## src/cec_tx_defs.vh

```
// Constants for the CEC transmit control and receive waveform check block.
// Assumes inclusion by cec_tx_wave.v; definitions only.
`ifndef CEC_TX_DEFS_VH
`define CEC_TX_DEFS_VH
`define OFS_TX_ENABLE 8'h00
`define OFS_TX_DATA 8'h04
`define OFS_TX_TIMING 8'h08
`define OFS_WAVE_CFG 8'h0c
`define OFS_WAVE_STAT 8'h10
`define TX_DATA_MASK 32'h000001ff
`define TX_TIMING_MASK 32'h00777f1f
`define WAVE_CFG_MASK 32'h00017777
`define RST_TX_DATA 9'h000
`define RST_TX_TIMING 32'h00000000
`define RST_WAVE_CFG 17'h00000
`define EARLY_ONE_BASE 8'd13
`define AMB_START_BASE 8'd26
`define AMB_END_BASE 8'd43
`define LATE_ZERO_BASE 8'd56
`define START_RISE_BASE 8'd121
`define START_PERIOD_BASE 8'd147
`define ONE_RISE_BASE 8'd20
`define ZERO_RISE_BASE 8'd49
`define DATA_PERIOD_BASE 8'd79
`define FS_DIV_DEFAULT 16'd7629
`endif

```

## src/cec_tx_wave.v

```verilog
// CEC transmitter control with receive waveform checking and an AXI4-Lite slave.
// Assumes fs is derived here from core_clk by a divider; cecIn is an async pin.
//
// Notes on behaviour
// - Flag error when received rise comes after 56 plus 0..7 fs periods.
// - No rise between bit start and late-zero limit makes the bit erroneous.
// - Waveform errors are raised only while the check enable bit is 1.
// - Rise inside the ambiguous window between one and zero limits is an error.
// - Ambiguous window starts at 26 plus 0..7 fs periods.
// - Ambiguous window ends at 43 minus 0..7 fs periods.
// - Rise earlier than 13 minus 0..7 fs periods is an error.
// - A rise between bit start and early-one limit marks the bit erroneous.
// - Busy flag sets at start bit, clears on completion or interrupt.
// - Writes to the busy flag are ignored.
// - Writing 1 to transmit enable starts sending; 0 disables.
// - Transmit enable clears on completion or error interrupt.
// - End-of-message bit comes from data register bit 8.
// - Data byte comes from bits 7..0, sent MSB first.
// - Start bit rises at 121 and ends at 147 fs, each minus 0..7.
// - Data bit rises at 20 for one, 49 for zero, each minus 0..3.
// - Data bit lasts 79 minus 0..15 fs periods.
// - Wait bus free for code plus one bit periods before starting.
`timescale 1ns/1ns
`include "cec_tx_defs.vh"
module cec_tx_wave #(
    parameter [15:0] FS_DIV = `FS_DIV_DEFAULT
) (
    input wire core_clk,
    input wire rst_n,
    input wire [7:0] s_axi_awaddr,
    input wire s_axi_awvalid,
    output reg s_axi_awready,
    input wire [31:0] s_axi_wdata,
    input wire [3:0] s_axi_wstrb,
    input wire s_axi_wvalid,
    output reg s_axi_wready,
    output reg [1:0] s_axi_bresp,
    output reg s_axi_bvalid,
    input wire s_axi_bready,
    input wire [7:0] s_axi_araddr,
    input wire s_axi_arvalid,
    output reg s_axi_arready,
    output reg [31:0] s_axi_rdata,
    output reg [1:0] s_axi_rresp,
    output reg s_axi_rvalid,
    input wire s_axi_rready,
    input wire receive_enable,
    input wire cecIn,
    output reg cecOutEn,
    output reg txDoneIrq,
    output reg txErrIrq,
    output reg waveErrIrq
);
    localparam [4:0] ST_IDLE = 5'h01;
    localparam [4:0] ST_FREE = 5'h02;
    localparam [4:0] ST_START = 5'h04;
    localparam [4:0] ST_DATA = 5'h08;
    localparam [4:0] ST_ACK = 5'h10;

    reg [8:0] txData_r;
    reg [31:0] txTiming_r;
    reg [16:0] waveCfg_r;
    reg waveErr_r;
    reg transmit_enable_r;
    reg transmit_in_progress_r;
    reg [4:0] state_r;
    reg [15:0] fsDiv_r;
    reg fsTick;
    reg [7:0] txCnt_r;
    reg [3:0] bitIdx_r;
    reg [3:0] freeCnt_r;
    reg [7:0] rxCnt_r;
    reg rxActive_r;
    reg rxSeenRise_r;
    reg cecSync1_r;
    reg cecSync2_r;
    reg cecPrev_r;
    reg awHeld_r;
    reg wHeld_r;
    reg [7:0] awAddr_r;
    reg [31:0] wData_r;
    reg [3:0] wStrb_r;

    // Byte-lane merge for a register write
    function [31:0] lane_merge;
        input [31:0] old;
        input [31:0] data;
        input [3:0] strb;
        integer i;
        begin
            lane_merge = old;
            for (i = 0; i < 4; i = i + 1) begin
                if (strb[i]) begin
                    lane_merge[i*8 +: 8] = data[i*8 +: 8];
                end
            end
        end
    endfunction

    wire [2:0] startRiseTrim = txTiming_r[22:20];
    wire [2:0] startPeriodTrim = txTiming_r[18:16];
    wire [1:0] dataRiseTrim = txTiming_r[13:12];
    wire [3:0] dataPeriodTrim = txTiming_r[11:8];
    wire [3:0] busFreeTime = txTiming_r[3:0];
    wire [2:0] earlyOneTrim = waveCfg_r[2:0];
    wire [2:0] ambStartTrim = waveCfg_r[6:4];
    wire [2:0] ambEndTrim = waveCfg_r[10:8];
    wire [2:0] lateZeroTrim = waveCfg_r[14:12];
    wire waveCheckEn = waveCfg_r[16];

    wire [7:0] startRise = `START_RISE_BASE - {5'h00, startRiseTrim};
    wire [7:0] startPeriod = `START_PERIOD_BASE - {5'h00, startPeriodTrim};
    wire [7:0] dataPeriod = `DATA_PERIOD_BASE - {4'h0, dataPeriodTrim};
    wire curBit = (bitIdx_r < 4'd8) ? txData_r[3'd7 - bitIdx_r[2:0]]
        : txData_r[8];
    wire [7:0] dataRise = (curBit ? `ONE_RISE_BASE : `ZERO_RISE_BASE)
        - {6'h00, dataRiseTrim};
    wire [7:0] earlyOne = `EARLY_ONE_BASE - {5'h00, earlyOneTrim};
    wire [7:0] ambStart = `AMB_START_BASE + {5'h00, ambStartTrim};
    wire [7:0] ambEnd = `AMB_END_BASE - {5'h00, ambEndTrim};
    wire [7:0] lateZero = `LATE_ZERO_BASE + {5'h00, lateZeroTrim};

    wire rxFall = cecPrev_r & ~cecSync2_r;
    wire rxRise = ~cecPrev_r & cecSync2_r;
    wire [31:0] txDataMerged = lane_merge({23'h0, txData_r}, wData_r, wStrb_r) & `TX_DATA_MASK;
    wire [31:0] waveCfgMerged = lane_merge({15'h0, waveCfg_r}, wData_r, wStrb_r) & `WAVE_CFG_MASK;

    // fs tick divider
    always @(posedge core_clk or negedge rst_n) begin
        if (!rst_n) begin
            fsDiv_r <= 16'h0000;
            fsTick <= 1'b0;
        end else begin
            fsTick <= (fsDiv_r == FS_DIV - 16'h0001);
            fsDiv_r <= (fsDiv_r == FS_DIV - 16'h0001) ? 16'h0000 : fsDiv_r + 16'h0001;
        end
    end

    // Pin synchroniser; only the second stage feeds logic
    always @(posedge core_clk or negedge rst_n) begin
        if (!rst_n) begin
            cecSync1_r <= 1'b1;
            cecSync2_r <= 1'b1;
            cecPrev_r <= 1'b1;
        end else begin
            cecSync1_r <= cecIn;
            cecSync2_r <= cecSync1_r;
            cecPrev_r <= cecSync2_r;
        end
    end

    // Receive waveform check; own transmission is not checked
    always @(posedge core_clk or negedge rst_n) begin
        if (!rst_n) begin
            rxActive_r <= 1'b0;
            rxCnt_r <= 8'h00;
            rxSeenRise_r <= 1'b0;
            waveErrIrq <= 1'b0;
        end else begin
            waveErrIrq <= 1'b0;
            if (!receive_enable || !waveCheckEn || transmit_in_progress_r) begin
                rxActive_r <= 1'b0;
            end else if (rxFall) begin
                rxActive_r <= 1'b1;
                rxCnt_r <= 8'h00;
                rxSeenRise_r <= 1'b0;
            end else if (rxActive_r) begin
                if (fsTick && rxCnt_r != 8'hff) begin
                    rxCnt_r <= rxCnt_r + 8'h01;
                end
                if (rxRise && !rxSeenRise_r) begin
                    rxSeenRise_r <= 1'b1;
                    if (rxCnt_r < earlyOne) begin
                        waveErrIrq <= 1'b1;
                    end else if (rxCnt_r > ambStart && rxCnt_r < ambEnd) begin
                        waveErrIrq <= 1'b1;
                    end
                end else if (!rxSeenRise_r && fsTick && rxCnt_r == lateZero) begin
                    waveErrIrq <= 1'b1;
                    rxActive_r <= 1'b0;
                end
            end
        end
    end

    // Transmitter; an ack-slot low from the other side past the rise raises txErrIrq as a lost line
    always @(posedge core_clk or negedge rst_n) begin
        if (!rst_n) begin
            state_r <= ST_IDLE;
            transmit_in_progress_r <= 1'b0;
            txCnt_r <= 8'h00;
            bitIdx_r <= 4'h0;
            freeCnt_r <= 4'h0;
            cecOutEn <= 1'b1;
            txDoneIrq <= 1'b0;
            txErrIrq <= 1'b0;
        end else begin
            txDoneIrq <= 1'b0;
            txErrIrq <= 1'b0;
            case (state_r)
                ST_IDLE: begin
                    cecOutEn <= 1'b1;
                    txCnt_r <= 8'h00;
                    freeCnt_r <= 4'h0;
                    if (transmit_enable_r) begin
                        state_r <= ST_FREE;
                    end
                end
                ST_FREE: begin
                    if (!transmit_enable_r) begin
                        state_r <= ST_IDLE;
                    end else if (!cecSync2_r) begin
                        txCnt_r <= 8'h00; // Bus busy: restart the free wait
                        freeCnt_r <= 4'h0;
                    end else if (fsTick) begin
                        if (txCnt_r == dataPeriod - 8'h01) begin
                            txCnt_r <= 8'h00;
                            if (freeCnt_r == busFreeTime) begin
                                state_r <= ST_START;
                                transmit_in_progress_r <= 1'b1;
                                cecOutEn <= 1'b0;
                            end else begin
                                freeCnt_r <= freeCnt_r + 4'h1;
                            end
                        end else begin
                            txCnt_r <= txCnt_r + 8'h01;
                        end
                    end
                end
                ST_START, ST_DATA: begin
                    if (!transmit_enable_r) begin
                        state_r <= ST_IDLE;
                        transmit_in_progress_r <= 1'b0;
                        cecOutEn <= 1'b1;
                    end else if (cecOutEn && !cecSync2_r
                            && txCnt_r > (state_r == ST_START ? startRise : dataRise)) begin
                        // Wait one fs tick past our own release so the synchroniser settles
                        // Line held low by another party: lost arbitration
                        txErrIrq <= 1'b1;
                        transmit_in_progress_r <= 1'b0;
                        state_r <= ST_IDLE;
                    end else if (fsTick) begin
                        txCnt_r <= txCnt_r + 8'h01;
                        if (txCnt_r + 8'h01 == (state_r == ST_START ? startRise : dataRise)) begin
                            cecOutEn <= 1'b1;
                        end
                        if (txCnt_r + 8'h01 == (state_r == ST_START ? startPeriod : dataPeriod)) begin
                            txCnt_r <= 8'h00;
                            if (state_r == ST_DATA && bitIdx_r == 4'd9) begin
                                state_r <= ST_ACK;
                            end else begin
                                cecOutEn <= 1'b0;
                                bitIdx_r <= (state_r == ST_START) ? 4'h0 : bitIdx_r + 4'h1;
                                state_r <= ST_DATA;
                            end
                        end
                    end
                end
                ST_ACK: begin
                    txDoneIrq <= 1'b1;
                    transmit_in_progress_r <= 1'b0;
                    state_r <= ST_IDLE;
                end
                default: begin
                    state_r <= ST_IDLE;
                end
            endcase
        end
    end

    // AXI4-Lite slave, single outstanding write and read
    wire wrFire = awHeld_r && wHeld_r && !s_axi_bvalid;
    always @(posedge core_clk or negedge rst_n) begin
        if (!rst_n) begin
            awHeld_r <= 1'b0;
            wHeld_r <= 1'b0;
            awAddr_r <= 8'h00;
            wData_r <= 32'h00000000;
            wStrb_r <= 4'h0;
            s_axi_awready <= 1'b0;
            s_axi_wready <= 1'b0;
            s_axi_bvalid <= 1'b0;
            s_axi_bresp <= 2'b00;
            s_axi_arready <= 1'b0;
            s_axi_rvalid <= 1'b0;
            s_axi_rresp <= 2'b00;
            s_axi_rdata <= 32'h00000000;
            txData_r <= `RST_TX_DATA;
            txTiming_r <= `RST_TX_TIMING;
            waveCfg_r <= `RST_WAVE_CFG;
            transmit_enable_r <= 1'b0;
            waveErr_r <= 1'b0;
        end else begin
            s_axi_awready <= !awHeld_r && !s_axi_awready && s_axi_awvalid;
            s_axi_wready <= !wHeld_r && !s_axi_wready && s_axi_wvalid;
            if (s_axi_awvalid && s_axi_awready) begin
                awHeld_r <= 1'b1;
                awAddr_r <= s_axi_awaddr;
            end
            if (s_axi_wvalid && s_axi_wready) begin
                wHeld_r <= 1'b1;
                wData_r <= s_axi_wdata;
                wStrb_r <= s_axi_wstrb;
            end
            if (s_axi_bvalid && s_axi_bready) begin
                s_axi_bvalid <= 1'b0;
            end
            if (txDoneIrq || txErrIrq) begin
                transmit_enable_r <= 1'b0;
            end
            if (waveErrIrq) begin
                waveErr_r <= 1'b1;
            end
            if (wrFire) begin
                awHeld_r <= 1'b0;
                wHeld_r <= 1'b0;
                s_axi_bvalid <= 1'b1;
                s_axi_bresp <= 2'b00;
                if (awAddr_r[7:2] == `OFS_TX_ENABLE >> 2) begin
                    if (wStrb_r[0]) begin
                        transmit_enable_r <= wData_r[0];
                    end
                end else if (awAddr_r[7:2] == `OFS_TX_DATA >> 2) begin
                    txData_r <= txDataMerged[8:0];
                end else if (awAddr_r[7:2] == `OFS_TX_TIMING >> 2) begin
                    txTiming_r <= lane_merge(txTiming_r, wData_r, wStrb_r) & `TX_TIMING_MASK;
                end else if (awAddr_r[7:2] == `OFS_WAVE_CFG >> 2) begin
                    waveCfg_r <= waveCfgMerged[16:0];
                end else if (awAddr_r[7:2] == `OFS_WAVE_STAT >> 2) begin
                    // Write one to clear; a new error in the same cycle wins
                    if (wStrb_r[0] && wData_r[0] && !waveErrIrq) begin
                        waveErr_r <= 1'b0;
                    end
                end else begin
                    s_axi_bresp <= 2'b10;
                end
            end
            s_axi_arready <= !s_axi_arready && !s_axi_rvalid && s_axi_arvalid;
            if (s_axi_rvalid && s_axi_rready) begin
                s_axi_rvalid <= 1'b0;
            end
            if (s_axi_arvalid && s_axi_arready) begin
                s_axi_rvalid <= 1'b1;
                s_axi_rresp <= 2'b00;
                if (s_axi_araddr[7:2] == `OFS_TX_ENABLE >> 2) begin
                    s_axi_rdata <= {30'h0, transmit_in_progress_r, 1'b0};
                end else if (s_axi_araddr[7:2] == `OFS_TX_DATA >> 2) begin
                    s_axi_rdata <= {23'h0, txData_r};
                end else if (s_axi_araddr[7:2] == `OFS_TX_TIMING >> 2) begin
                    s_axi_rdata <= txTiming_r;
                end else if (s_axi_araddr[7:2] == `OFS_WAVE_CFG >> 2) begin
                    s_axi_rdata <= {15'h0, waveCfg_r};
                end else if (s_axi_araddr[7:2] == `OFS_WAVE_STAT >> 2) begin
                    s_axi_rdata <= {31'h0, waveErr_r};
                end else begin
                    s_axi_rdata <= 32'h00000000;
                    s_axi_rresp <= 2'b10;
                end
            end
        end
    end
endmodule

```

## config.mk

```make
export PLATFORM = sky130hd
export DESIGN_NAME = cec_tx_wave
export DESIGN_NICKNAME = d
export VERILOG_FILES = /design/src/cec_tx_wave.v
export VERILOG_INCLUDE_DIRS = /design/src /design/src/src
export SDC_FILE = /design/constraint.sdc
export NUM_CORES = 1
export LEC_CHECK = 0
export BUFFER_PORTS_ARGS = -buffer_cell sky130_fd_sc_hd__buf_2
export CAP_MARGIN = 20
export CELL_PAD_IN_SITES_DETAIL_PLACEMENT = 1
export CELL_PAD_IN_SITES_GLOBAL_PLACEMENT = 1
export CORE_ASPECT_RATIO = 1.25
export CORE_MARGIN = 1
export CORE_UTILIZATION = 46
export CTS_CLUSTER_DIAMETER = 100
export DETAILED_ROUTE_END_ITERATION = 16
export HOLD_SLACK_MARGIN = 0.08
export PLACE_DENSITY_LB_ADDON = 0.05
export SLEW_MARGIN = 20
export SYNTH_ARGS = -nofsm -noshare
export SYNTH_HDL_FRONTEND = slang
export SYNTH_SLANG_ARGS = --single-unit
```

## constraint.sdc

```tcl
create_clock -name core_clk -period 5.35 [get_ports core_clk]
set_clock_uncertainty 0.2 [all_clocks]
set_input_delay 0 -clock core_clk [delete_from_list [all_inputs] [get_ports core_clk]]
set_output_delay 0 -clock core_clk [all_outputs]
set_load 0.05 [all_outputs]
```

Word level (Yosys, flattened, before mapping)
Cells that the tools add are included.

Flip-flop bits (word level): 175. Input port bits: 61. Output and inout bits: 45.

$add $sub $neg: 15. $lt $le $gt $ge: 6. Equal/unequal tests: 42. Multiplexer cells: 112. Bitwise operators: 10. Reductions and logical operators: 67.

Operators by type and width (count): $mux W8 (13); $mux W23 (3); $mux W1 (60); $mux W5 (11); $ne A3 B3 Y1 const B (10); $reduce_and A6 Y1 (5); $eq A6 B2 Y1 const B (4); $eq A8 B8 Y1 (3); $mux W4 (6); $pmux W8 S3 (1); $logic_and A1 B1 Y1 (23); $mux W2 (10); $reduce_and A5 Y1 (4); $ne A2 B2 Y1 const B (9); $mux W17 (1); $add A16 B1 Y16 const B (1); $add A8 B1 Y8 const B (2); $eq A16 B13 Y1 const B (1); $lt A8 B8 Y1 (2); $mux W16 (1); $reduce_bool A2 Y1 (8); $pmux W5 S3 (1); $reduce_and A7 Y1 (2); $eq A6 B1 Y1 const B (2); 40 further kinds (69).

Longest topological paths before layout
Gate-level depths: netlist of the first run.

Depth in word-level cells: 15. Mapped depth: 19. Gate-level depth less buffers: 18.

Worst setup path after synthesis of the first run
Ideal clock, no wire load.

Kind: register to register. From: reg bitIdx_r[0]. To: reg txCnt_r[4]. Data arrival time: 4165 ps. Data required time: 5067 ps. Setup slack: 903 ps. Stages on the path, launching flop included: 20. Path buffers: 1. Period minus slack after synthesis: 4447 ps. Cell sequence: dfrtp_1 -> mux4_2 -> mux2_2 -> mux2_2 -> ha_1 -> inv_1 -> ha_1 -> inv_1 -> ha_1 -> nand2_1 -> o21ai_0 -> ha_1 -> nand4_1 -> o22a_1 -> a21oi_1 -> nor2_1 -> a2111o_1 -> or2_2 -> clkbuf_1 -> o21ai_0.

Cells in the longest elaborated chain, start to end: 11.

RTL lines: from (decl) (RTL line cec_tx_wave.v:70) `reg [3:0] bitIdx_r;`; from (signal assigned) (RTL line cec_tx_wave.v:253) `bitIdx_r <= (state_r == ST_START) ? 4'h0 : bitIdx_r + 4'h1;`; $sub A3 B3 Y3 (RTL line cec_tx_wave.v:114) `wire curBit = (bitIdx_r < 4'd8) ? txData_r[3'd7 - bitIdx_r[2:0]]`; $bmux W1 S3 (RTL line cec_tx_wave.v:114); $mux W1 (not written as such) (RTL line cec_tx_wave.v:114); $mux W1 (*) (RTL line cec_tx_wave.v:114); $mux W6 (no line) (*); $sub A6 B2 Y7 (*) (RTL line cec_tx_wave.v:116) `` wire [7:0] dataRise = (curBit ? `ONE_RISE_BASE : `ZERO_RISE_BASE) ``; $mux W8 (*) (RTL line cec_tx_wave.v:236) `&& txCnt_r > (state_r == ST_START ? startRise : dataRise)) begin`; $gt A8 B8 Y1 (*) (RTL line cec_tx_wave.v:236); $logic_and A1 B1 Y1 (*) (RTL line cec_tx_wave.v:236); $ne A2 B2 Y1 (no line) (*); $reduce_and A6 Y1 (no line) (*); to (signal assigned) (RTL line cec_tx_wave.v:226) `txCnt_r <= txCnt_r + 8'h01;`; to (signal assigned) (RTL line cec_tx_wave.v:243) `txCnt_r <= txCnt_r + 8'h01;`; to (decl) (RTL line cec_tx_wave.v:69) `reg [7:0] txCnt_r;`.

Every way passes the cells marked *; elsewhere a longest branch is shown, timed or not. The select of a mux whose other input is x is not followed. A chain may end at the register's enable or synchronous reset.

Final worst setup path of the first run
From: reg bitIdx_r[0]. To: reg txCnt_r[6].

Same word-level chain as after synthesis.

==> run summary, run 1 <==
CP startpoint kind = flop
P_leak = 4.79 nW
pwr dens = 391 nW/um2
# clock sinks = 158
Yosys top cell by area = dfrtp_1
status = completed
commonest non-fill, non-tap cells in the layout = dfrtp_1 (153), dlygate4sd3_1 (78), buf_2 (75)
Crit path top cell by count = ha_1
Final Max Slew Viols = 0
Synth-to-Final Area Change = 22.9%
Worst Path Arrival = 5.19 ns
Critical R2R Launch = bitIdx_r[0]$_DFFE_PN0P_
maxcap violations = 0
f_max = 198 MHz
vias in the first global route = 7213
wire length per cell = 20.5 um
ant diodes = 0
placed cells = 1052
Reg2Reg Depth = 18
DRC viols = 0
clock root buffer = clkbuf_16
Cells after Synth = 779
overall global routing resource usage = 0.273
num rows = 54
Iter 0 DRT Violations = 273
Max-slew headroom = 0.266
Setup CP Type = reg -> reg
part of the Yosys area used for sequential elements = 0.476
post-synth cell types = 77
CTS tree = done
Comb power frac = 0.255
Tmin final = 5.04 ns
die height = 152 um
Post-synth top flop = dfrtp_1
Final ANT Viol Nets = 0
hold buffer count at CTS = 79
asr flop ratio synth = 1.00
Final Hold Viols = 0
Final Setup Violations = 0
first-pass GRT wire length = 38800 um
Non-Filler Instances = 1163
WL final = 23800 um
CTS clock-pin slew for the worst setup and hold paths = 0.07 ns
hold slack final = 0.157 ns
CP peak stage delay = 0.55 ns
pin count of the biggest net entering global routing = 79
top-level I/O count = 106
Filler Cell Count = 1914
Post-DP Area = 8800 um2
clock network power share = 0.323
worst hold start = cecSync1_r$_DFF_PN1_
slew of the pin with the lowest slew margin = 1.10 ns
largest cells by area after synthesis = dfrtp_1 (46%), mux2_2 (9.7%), ha_1 (5.0%)
Avg Cell Area, Syn = 10.7 um2
yosys warns = 0
worst-path cell chain = mux4_2 > mux2_2 > mux2_2 > ha_1 > inv_1 > ha_1 > inv_1 > ha_1 > nand2_1 > o21ai_0 > ha_1 > nand4_1 > o22a_1 > a21oi_1 > nor2_1 > a2111o_1 > or2_2 > o21ai_0
CP max stage cell = mux4_2
switching fraction of total power = 0.325
Hold Crit Class = reg -> reg
Synth top area share = 0.460
worst endpoint required time = 5.50 ns
die width = 122 um
R2R Setup Slk = 0.31 ns
Setup crit end kind = flop
Tcrit/Tclk final = 0.942
Seq pwr share = 0.422
Design Area, Final = 10200 um2
VDD IR max = 0.241 mV
IO Port Bufs = 76
Hold Crit Endpoint = cecSync2_r$_DFF_PN1_
Initial DRT Pass Iterations = 5
most common cell after layout, fill and taps aside = dfrtp_1
#FFs+latches synth = 158
Core ar. = 17600 um2
TritonCTS buffer count = 17
clock insertion delay at the later pin of the skew report = 0.44 ns
H-tree depth = 4
Cells on Worst Hold Path = 0
Power, Total = 4.00 mW
critical path fanouts, max = 10
Layout Utilization = 0.582
P_sw = 1.30 mW
pre-CTS WS = 0.313 ns
setup ws final = 0.310 ns
Routability Congestion = 0.890
HPWL after detailed placement = 15800 um
die area = 18600 um2
Post-CTS Resized = 0
Nets = 1020
setup TNS = 0 ns
post-CTS setup buffers = 0
RSZ-0062 raised after global routing = false
Initial Utilization = 0.474
Int Pwr = 2.70 mW
layout cells sized above 1 = 0.225
netlist area before placement = 8330 um2
initial antenna violation count = 0
Vias/cell = 5.61
grt total ovfl = 0
vias = 6529
Max Root-Sink Buffers = 2
Post-synth EDFFs = 0
reg-to-reg endpoint = txCnt_r[6]$_DFFE_PN0P_
## final cells by class
| class | count | area, um2 | share of cell area |
|---|---|---|---|
| Multi-Input combinational cell | 564 | 4050 | 0.396 |
| Timing Repair Buffer | 158 | 1220 | 0.119 |
| Clock inverter | 13 | 170 | 0.0166 |
| Clock buffer | 19 | 453 | 0.0443 |
| Tap cell | 224 | 280 | 0.0274 |
| Inverter | 27 | 101 | 0.00991 |
| Sequential cell | 158 | 3960 | 0.387 |
## synthesized netlist by cell type (5+ instances only)
| cell | instances |
|---|---|
| dfrtp_1 | 153 |
| mux2_2 | 72 |
| nand2_1 | 70 |
| o21ai_0 | 57 |
| nor2_1 | 48 |
| nand3_1 | 35 |
| ha_1 | 33 |
| inv_1 | 27 |
| xor2_1 | 23 |
| a21oi_1 | 22 |
| xnor2_1 | 22 |
| buf_4 | 15 |
| nor3_1 | 15 |
| clkbuf_1 | 12 |
| mux2i_1 | 12 |
| and3_1 | 11 |
| nand2b_1 | 9 |
| a22o_1 | 7 |
| o21a_1 | 7 |
| nand4_1 | 6 |
| or3_1 | 6 |
| buf_6 | 5 |
| dfstp_2 | 5 |
| nor2b_1 | 5 |
| nor3b_1 | 5 |
| or2_2 | 5 |
## routing by layer
layer,track usage,part of all wire,up-vias
li1,-,-,3041
met1,0.319,0.40,3324
met2,0.487,0.54,115
met3,0.0438,0.025,49
met4,0.116,0.033,0
met5,0,0,-
## registers in the layout (all words and copies together), names as in the netlist, 3 cells and up
register,cells
fsDiv_r,16
state_r,5
s_axi_rdata,21
wStrb_r,3
rxCnt_r,8
awAddr_r,6
txTiming_r,18
wData_r,21
bitIdx_r,4
txData_r,9
txCnt_r,8
waveCfg_r,13
freeCnt_r,4
## critical path, delay by kind of cell (launching register included)
kind                     cells  cell delay (ns)
multiplexers                 3             1.17
AND/OR/NAND/NOR              4             0.68
buffers and inverters        2             0.11
adder cells (fa/ha/maj)      4             0.94
flip-flops                   1             0.52
AO/OA/AOI/OAI                5             1.34
## cells by family after synthesis
group           share of synthesized area
buf+inv                            0.0436
other cells                      0.000450
flops                               0.476
xor+xnor                           0.0502
mux                                 0.124
compound gates                      0.112
simple gates                        0.144
fa+ha+maj                          0.0496
## power by group through the flow
stage / logic [mW] / clock network, mW / registers [mW]
after global placement: 0.757 / 0 / 1.68
after global routing: 1.12 / 1.36 / 1.72
final: 1.02 / 1.29 / 1.69
after floorplan: 0.586 / 0 / 1.64
after CTS: 0.996 / 1.30 / 1.68
after detailed placement: 0.796 / 0 / 1.70
## worst max path at each step
stage                            startpoint                     end  slack (ns)  depth (start not counted)
floorplan           bitIdx_r[0]$_DFFE_PN0P_  txCnt_r[4]$_DFFE_PN0P_        0.90                         19
global placement    bitIdx_r[0]$_DFFE_PN0P_  txCnt_r[0]$_DFFE_PN0P_        0.49                         18
detailed placement  bitIdx_r[0]$_DFFE_PN0P_  txCnt_r[6]$_DFFE_PN0P_        0.31                         18
CTS                 bitIdx_r[0]$_DFFE_PN0P_  txCnt_r[6]$_DFFE_PN0P_        0.30                         18
global route        bitIdx_r[0]$_DFFE_PN0P_  txCnt_r[1]$_DFFE_PN0P_       0.003                         18
finish              bitIdx_r[0]$_DFFE_PN0P_  txCnt_r[6]$_DFFE_PN0P_        0.31                         18
(Power assumes the default switching activity.)
==> inputs of run 2 (changes only) <==
Settings changed: CORE_UTILIZATION 46 to 48, CTS_BUF_LIST from default to sky130_fd_sc_hd__clkbuf_8.
==> run 2 against run 1 <==
Net effect: routed wire length barely moved; critical path depth did not move; combinational power barely moved; first-iteration DRC count fell by 27%; clock-buffer cell count did not move; final area fell by 1.8%; maximum frequency rose by 1.4%; hold slack improved by 0.0024 ns; non-clock buffer count rose by 2; sequential cell count did not move; via count rose by 0.83%; core utilization rose by 1.2 points; critical endpoint is now txCnt_r[0]$_DFFE_PN0P_.
==> run summary, run 2 (synthesized netlist as in run 1, its figures left out) <==
status = completed
P_leak = 4.70 nW
critical path fanouts, max = 10
placed cells = 1048
Crit path top cell by count = ha_1
# clock sinks = 158
Final Max Slew Viols = 0
worst endpoint required time = 5.52 ns
Non-Filler Instances = 1162
H-tree depth = 4
f_max = 201 MHz
DRC viols = 0
Tcrit/Tclk final = 0.929
RSZ-0062 raised after global routing = false
Final ANT Viol Nets = 0
Nets = 1022
pwr dens = 367 nW/um2
most common cell after layout, fill and taps aside = dfrtp_1
wire length per cell = 20.5 um
post-CTS setup buffers = 0
top layer in use = met4
VDD IR max = 0.254 mV
CP peak stage delay = 0.55 ns
Worst Path Arrival = 5.14 ns
CP max stage cell = mux4_2
num rows = 53
clock insertion delay at the later pin of the skew report = 0.46 ns
Synth-to-Final Area Change = 20.6%
die height = 149 um
CTS clock-pin slew for the worst setup and hold paths = 0.09 ns
delay-heaviest family, CP = compound AO/OA/AOI/OAI gates
DRT met1 WL = 9510 um
die area = 17900 um2
CP startpoint kind = flop
commonest non-fill, non-tap cells in the layout = dfrtp_1 (152), dlygate4sd3_1 (80), buf_2 (75)
hold slack final = 0.159 ns
WL met2 = 12800 um
Hold Crit Class = reg -> reg
Max-slew headroom = 0.302
die width = 120 um
vias = 6583
Final Setup Violations = 0
setup TNS = 0 ns
TritonCTS buffer count = 17
crit path buf inv count = 2
grt total ovfl = 0
Setup CP Type = reg -> reg
worst-path cell chain = mux4_2 > mux2_2 > mux2_2 > ha_1 > inv_1 > ha_1 > inv_1 > ha_1 > nand2_1 > o21ai_0 > ha_1 > nand4_1 > o22a_1 > a21oi_1 > nor2_1 > a2111o_1 > or2_2 > o21ai_0
CTS tree = done
maxcap violations = 0
layout cells sized above 1 = 0.224
biggest registers after layout = s_axi_rdata: 21 flops, wData_r: 21 flops, txTiming_r: 18 flops
slew of the pin with the lowest slew margin = 1.04 ns
clock root buffer = clkbuf_8
Initial Utilization = 0.492
Final Hold Viols = 0
Initial DRT Pass Iterations = 4
Iter 0 DRT Violations = 199
met3 wire length = 746 um
WL final = 23800 um
top-level I/O count = 106
Tmin final = 4.97 ns
initial antenna violation count = 1
Core ar. = 16900 um2
pin count of the biggest net entering global routing = 93
Routability Congestion = 0.868
IO Port Bufs = 76
vias in the first global route = 7229
first-pass GRT wire length = 38000 um
Max Root-Sink Buffers = 2
HPWL after detailed placement = 15700 um
Vias/cell = 5.67
overall global routing resource usage = 0.279
Setup crit end kind = flop
-- run 2: final cells by class --
cell class,instances,area [um2]
fillers,1866,6870
multi-input cells,564,4050
flip-flops and latches,158,3960
repair buffers,160,1240
well taps,220,275
clock buffers,19,262
clock inverters,13,156
inverters,27,101
diodes,1,2.50
-- run 2: final timing paths --
check / from / to / cells past startpoint / slack, ns
max: bitIdx_r[0]$_DFFE_PN0P_ / txCnt_r[0]$_DFFE_PN0P_ / 18 / 0.38
min: cecSync1_r$_DFF_PN1_ / cecSync2_r$_DFF_PN1_ / 0 / 0.16
max reg2reg: bitIdx_r[0]$_DFFE_PN0P_ / txCnt_r[0]$_DFFE_PN0P_ / 18 / 0.38
min reg2reg: cecSync1_r$_DFF_PN1_ / cecSync2_r$_DFF_PN1_ / 0 / 0.16
max in group asynchronous: rst_n / s_axi_rdata[17]$_DFFE_PN0P_ / 4 / 3.65
min in group asynchronous: rst_n / cecSync2_r$_DFF_PN1_ / 3 / 0.48
-- run 2: stage by stage --
step	util	power (mW)	area, um2	setup WS, ns
floorplan	-	2.23	8370	0.903
finish	0.594	3.68	10000	0.378
detailed placement	0.520	2.50	8790	0.359
global placement	0.520	2.44	8790	0.508
global route	0.594	3.87	10000	0.0566
CTS	0.594	3.64	10000	0.313
-- run 2: timing repair --
| item | 4_1_cts | 5_1_grt |
|---|---|---|
| setup endpoints to repair | 0 | 4 |
| resized for setup | 0 | 1 |
| hold endpoints to repair | 168 | 0 |
| hold buffers | 81 | 0 |
-- run 2: power by group --
group	leakage, nW	switching, mW	internal (mW)	total [mW]
Combinational	2.42	0.494	0.549	1.04
Clock	0.213	0.491	0.451	0.941
Sequential	2.08	0.275	1.43	1.70
Total	4.70	1.26	2.42	3.68
-- run 2: metal layers --
metal	GRT usage	up-vias
met5	0	-
met4	0.119	0
met3	0.0531	47
met2	0.504	123
met1	0.320	3371
li1	-	3042
==> inputs of run 3 (changes only) <==
==> constraint.sdc (replaced) <==
create_clock -name core_clk -period 5.35 [get_ports core_clk]
set_clock_uncertainty 0.2 [all_clocks]
set_input_delay 0.2675 -clock core_clk [delete_from_list [all_inputs] [get_ports core_clk]]
set_output_delay 0.2675 -clock core_clk [all_outputs]
set_load 0.05 [all_outputs]
==> run 3 against run 2 <==
Net effect: via count shrank 2.7%; clock-buffer cell count unchanged; sequential share of layout area rose by 1.4 points; clock power rose by 5.6%; core utilization decreased by 2.0 points; hold slack got worse by 0.010 ns; non-clock buffer count fell by 36; largest power group unchanged; highest routed layer unchanged.
==> run summary, run 3 (synthesized netlist as in run 1, its figures left out) <==
WL final = 22900 um
reg-to-reg endpoint = txCnt_r[3]$_DFFE_PN0P_
Final Hold Viols = 0
die area = 17900 um2
most common cell after layout, fill and taps aside = dfrtp_1
Hold Crit Class = in -> reg
TritonCTS buffer count = 17
Initial Utilization = 0.492
worst hold start = s_axi_araddr[5]
Max Root-Sink Buffers = 2
# clock sinks = 158
Max-slew headroom = 0.376
P_leak = 4.55 nW
num rows = 53
worst-path cell chain = mux4_2 > mux2_2 > mux2_2 > ha_1 > inv_1 > ha_1 > inv_1 > ha_1 > nand2_1 > o21ai_0 > ha_1 > nand4_1 > o22a_1 > a21oi_1 > nor2_1 > a2111o_1 > or2_2 > o2bb2ai_1
Final Max Slew Viols = 0
Nets = 986
CP startpoint kind = flop
overall global routing resource usage = 0.272
Final ANT Viol Nets = 0
Worst Setup SP = bitIdx_r[0]$_DFFE_PN0P_
setup TNS = 0 ns
Setup crit end kind = flop
vias = 6408
delay-heaviest family, CP = compound AO/OA/AOI/OAI gates
DRC viols = 0
top-level I/O count = 106
Crit path top cell by count = ha_1
VDD IR max = 0.158 mV
Tmin final = 4.98 ns
IO Port Bufs = 76
biggest registers after layout = s_axi_rdata: 21 flops, wData_r: 21 flops, txTiming_r: 18 flops
die width = 120 um
slew of the pin with the lowest slew margin = 0.933 ns
Vias/cell = 5.69
Setup CP Type = reg -> reg
clock insertion delay at the later pin of the skew report = 0.47 ns
Iter 0 DRT Violations = 313
first-pass GRT wire length = 37100 um
clock root buffer = clkbuf_8
worst endpoint required time = 5.54 ns
vias in the first global route = 7014
initial antenna violation count = 1
Reg2Reg Depth = 18
R2R Setup Slk = 0.37 ns
Worst Path Arrival = 5.17 ns
Final Setup Violations = 0
maxcap violations = 0
RSZ-0062 raised after global routing = false
Critical R2R Launch = bitIdx_r[0]$_DFFE_PN0P_
CP max stage cell = a2111o_1
Routability Congestion = 0.860
Synth-to-Final Area Change = 16.5%
HPWL after detailed placement = 15800 um
critical path fanouts, max = 10
CTS tree = done
Core ar. = 16900 um2
Initial DRT Pass Iterations = 4
Cells on Worst Hold Path = 4
pin count of the biggest net entering global routing = 108
crit path buf inv count = 2
Layout Utilization = 0.574
wire length per cell = 20.3 um
layout cells sized above 1 = 0.234
H-tree depth = 4
Hold Crit Endpoint = s_axi_rdata[1]$_DFFE_PN0P_
die height = 149 um
commonest non-fill, non-tap cells in the layout = dfrtp_1 (152), buf_2 (75), mux2_2 (72)
grt total ovfl = 0
Tcrit/Tclk final = 0.931
status = completed
pwr dens = 364 nW/um2
CTS clock-pin slew for the worst setup and hold paths = 0.08 ns
CP peak stage delay = 0.53 ns
f_max = 201 MHz
-- run 3: changes by cell type in the layout (fill, tap and decap cells not counted) --
cell           before  now
bufinv_16           2    3
dlygate4sd3_1      80   44
inv_6               3    6
inv_1              28   27
clkinv_4            3    0
clkinv_8            1    0
clkinv_2            1    2
-- run 3: area by class of cell --
type                    count  area [um2]
diodes                      1        2.50
fillers                  1851        7210
inverters                  27         101
well taps                 220         275
clock inverters            13         171
flip-flops and latches    158        3960
repair buffers            124         877
multi-input cells         564        4050
clock buffers              19         262
-- run 3: what timing repair did --
| action | 4_1_cts | 5_1_grt |
|---|---|---|
| setup buffers | 0 | 0 |
| gates resized for setup | 0 | 1 |
| hold buffers | 43 | 1 |
| endpoints found under the setup margin | 0 | 1 |
| hold endpoints to repair | 145 | 31 |
-- run 3: power by group --
part           total, mW  switching, mW  internal [mW]
Sequential          1.70          0.270           1.43
Clock              0.994          0.497          0.497
Combinational      0.840          0.447          0.393
Total               3.53           1.21           2.32
-- run 3: worst max path at each step --
stage / to / depth (start not counted)
floorplan: txCnt_r[4]$_DFFE_PN0P_ / 19
global placement: txCnt_r[0]$_DFFE_PN0P_ / 18
detailed placement: txCnt_r[3]$_DFFE_PN0P_ / 18
CTS: txCnt_r[3]$_DFFE_PN0P_ / 18
global route: txCnt_r[0]$_DFFE_PN0P_ / 18
finish: txCnt_r[3]$_DFFE_PN0P_ / 18
-- run 3: metrics by stage --
step	hold slack [ns]	setup slack, ns	std cells	area (um2)	total power, mW
after floorplan	-0.228	0.903	791	8370	2.23
after global placement	0.146	0.479	1048	8790	2.44
after detailed placement	0.156	0.326	1048	8790	2.51
after CTS	0.138	0.274	1123	9660	3.53
after global routing	0.174	0.0877	1126	9700	3.70
final	0.149	0.371	1126	9700	3.53
-- run 3: per-layer routing --
metal  global-route usage  routed length [um]
met1                0.320                9580
met2                0.491               12100
met3               0.0424                 545
met4                0.116                 670
met5                    0                   0
-- run 3: tightest hold or removal path, delay by kind of cell --
kind,cells,cell delay (ns)
compound gates,1,0.19
buf+inv,1,0.07
simple gates,2,0.24
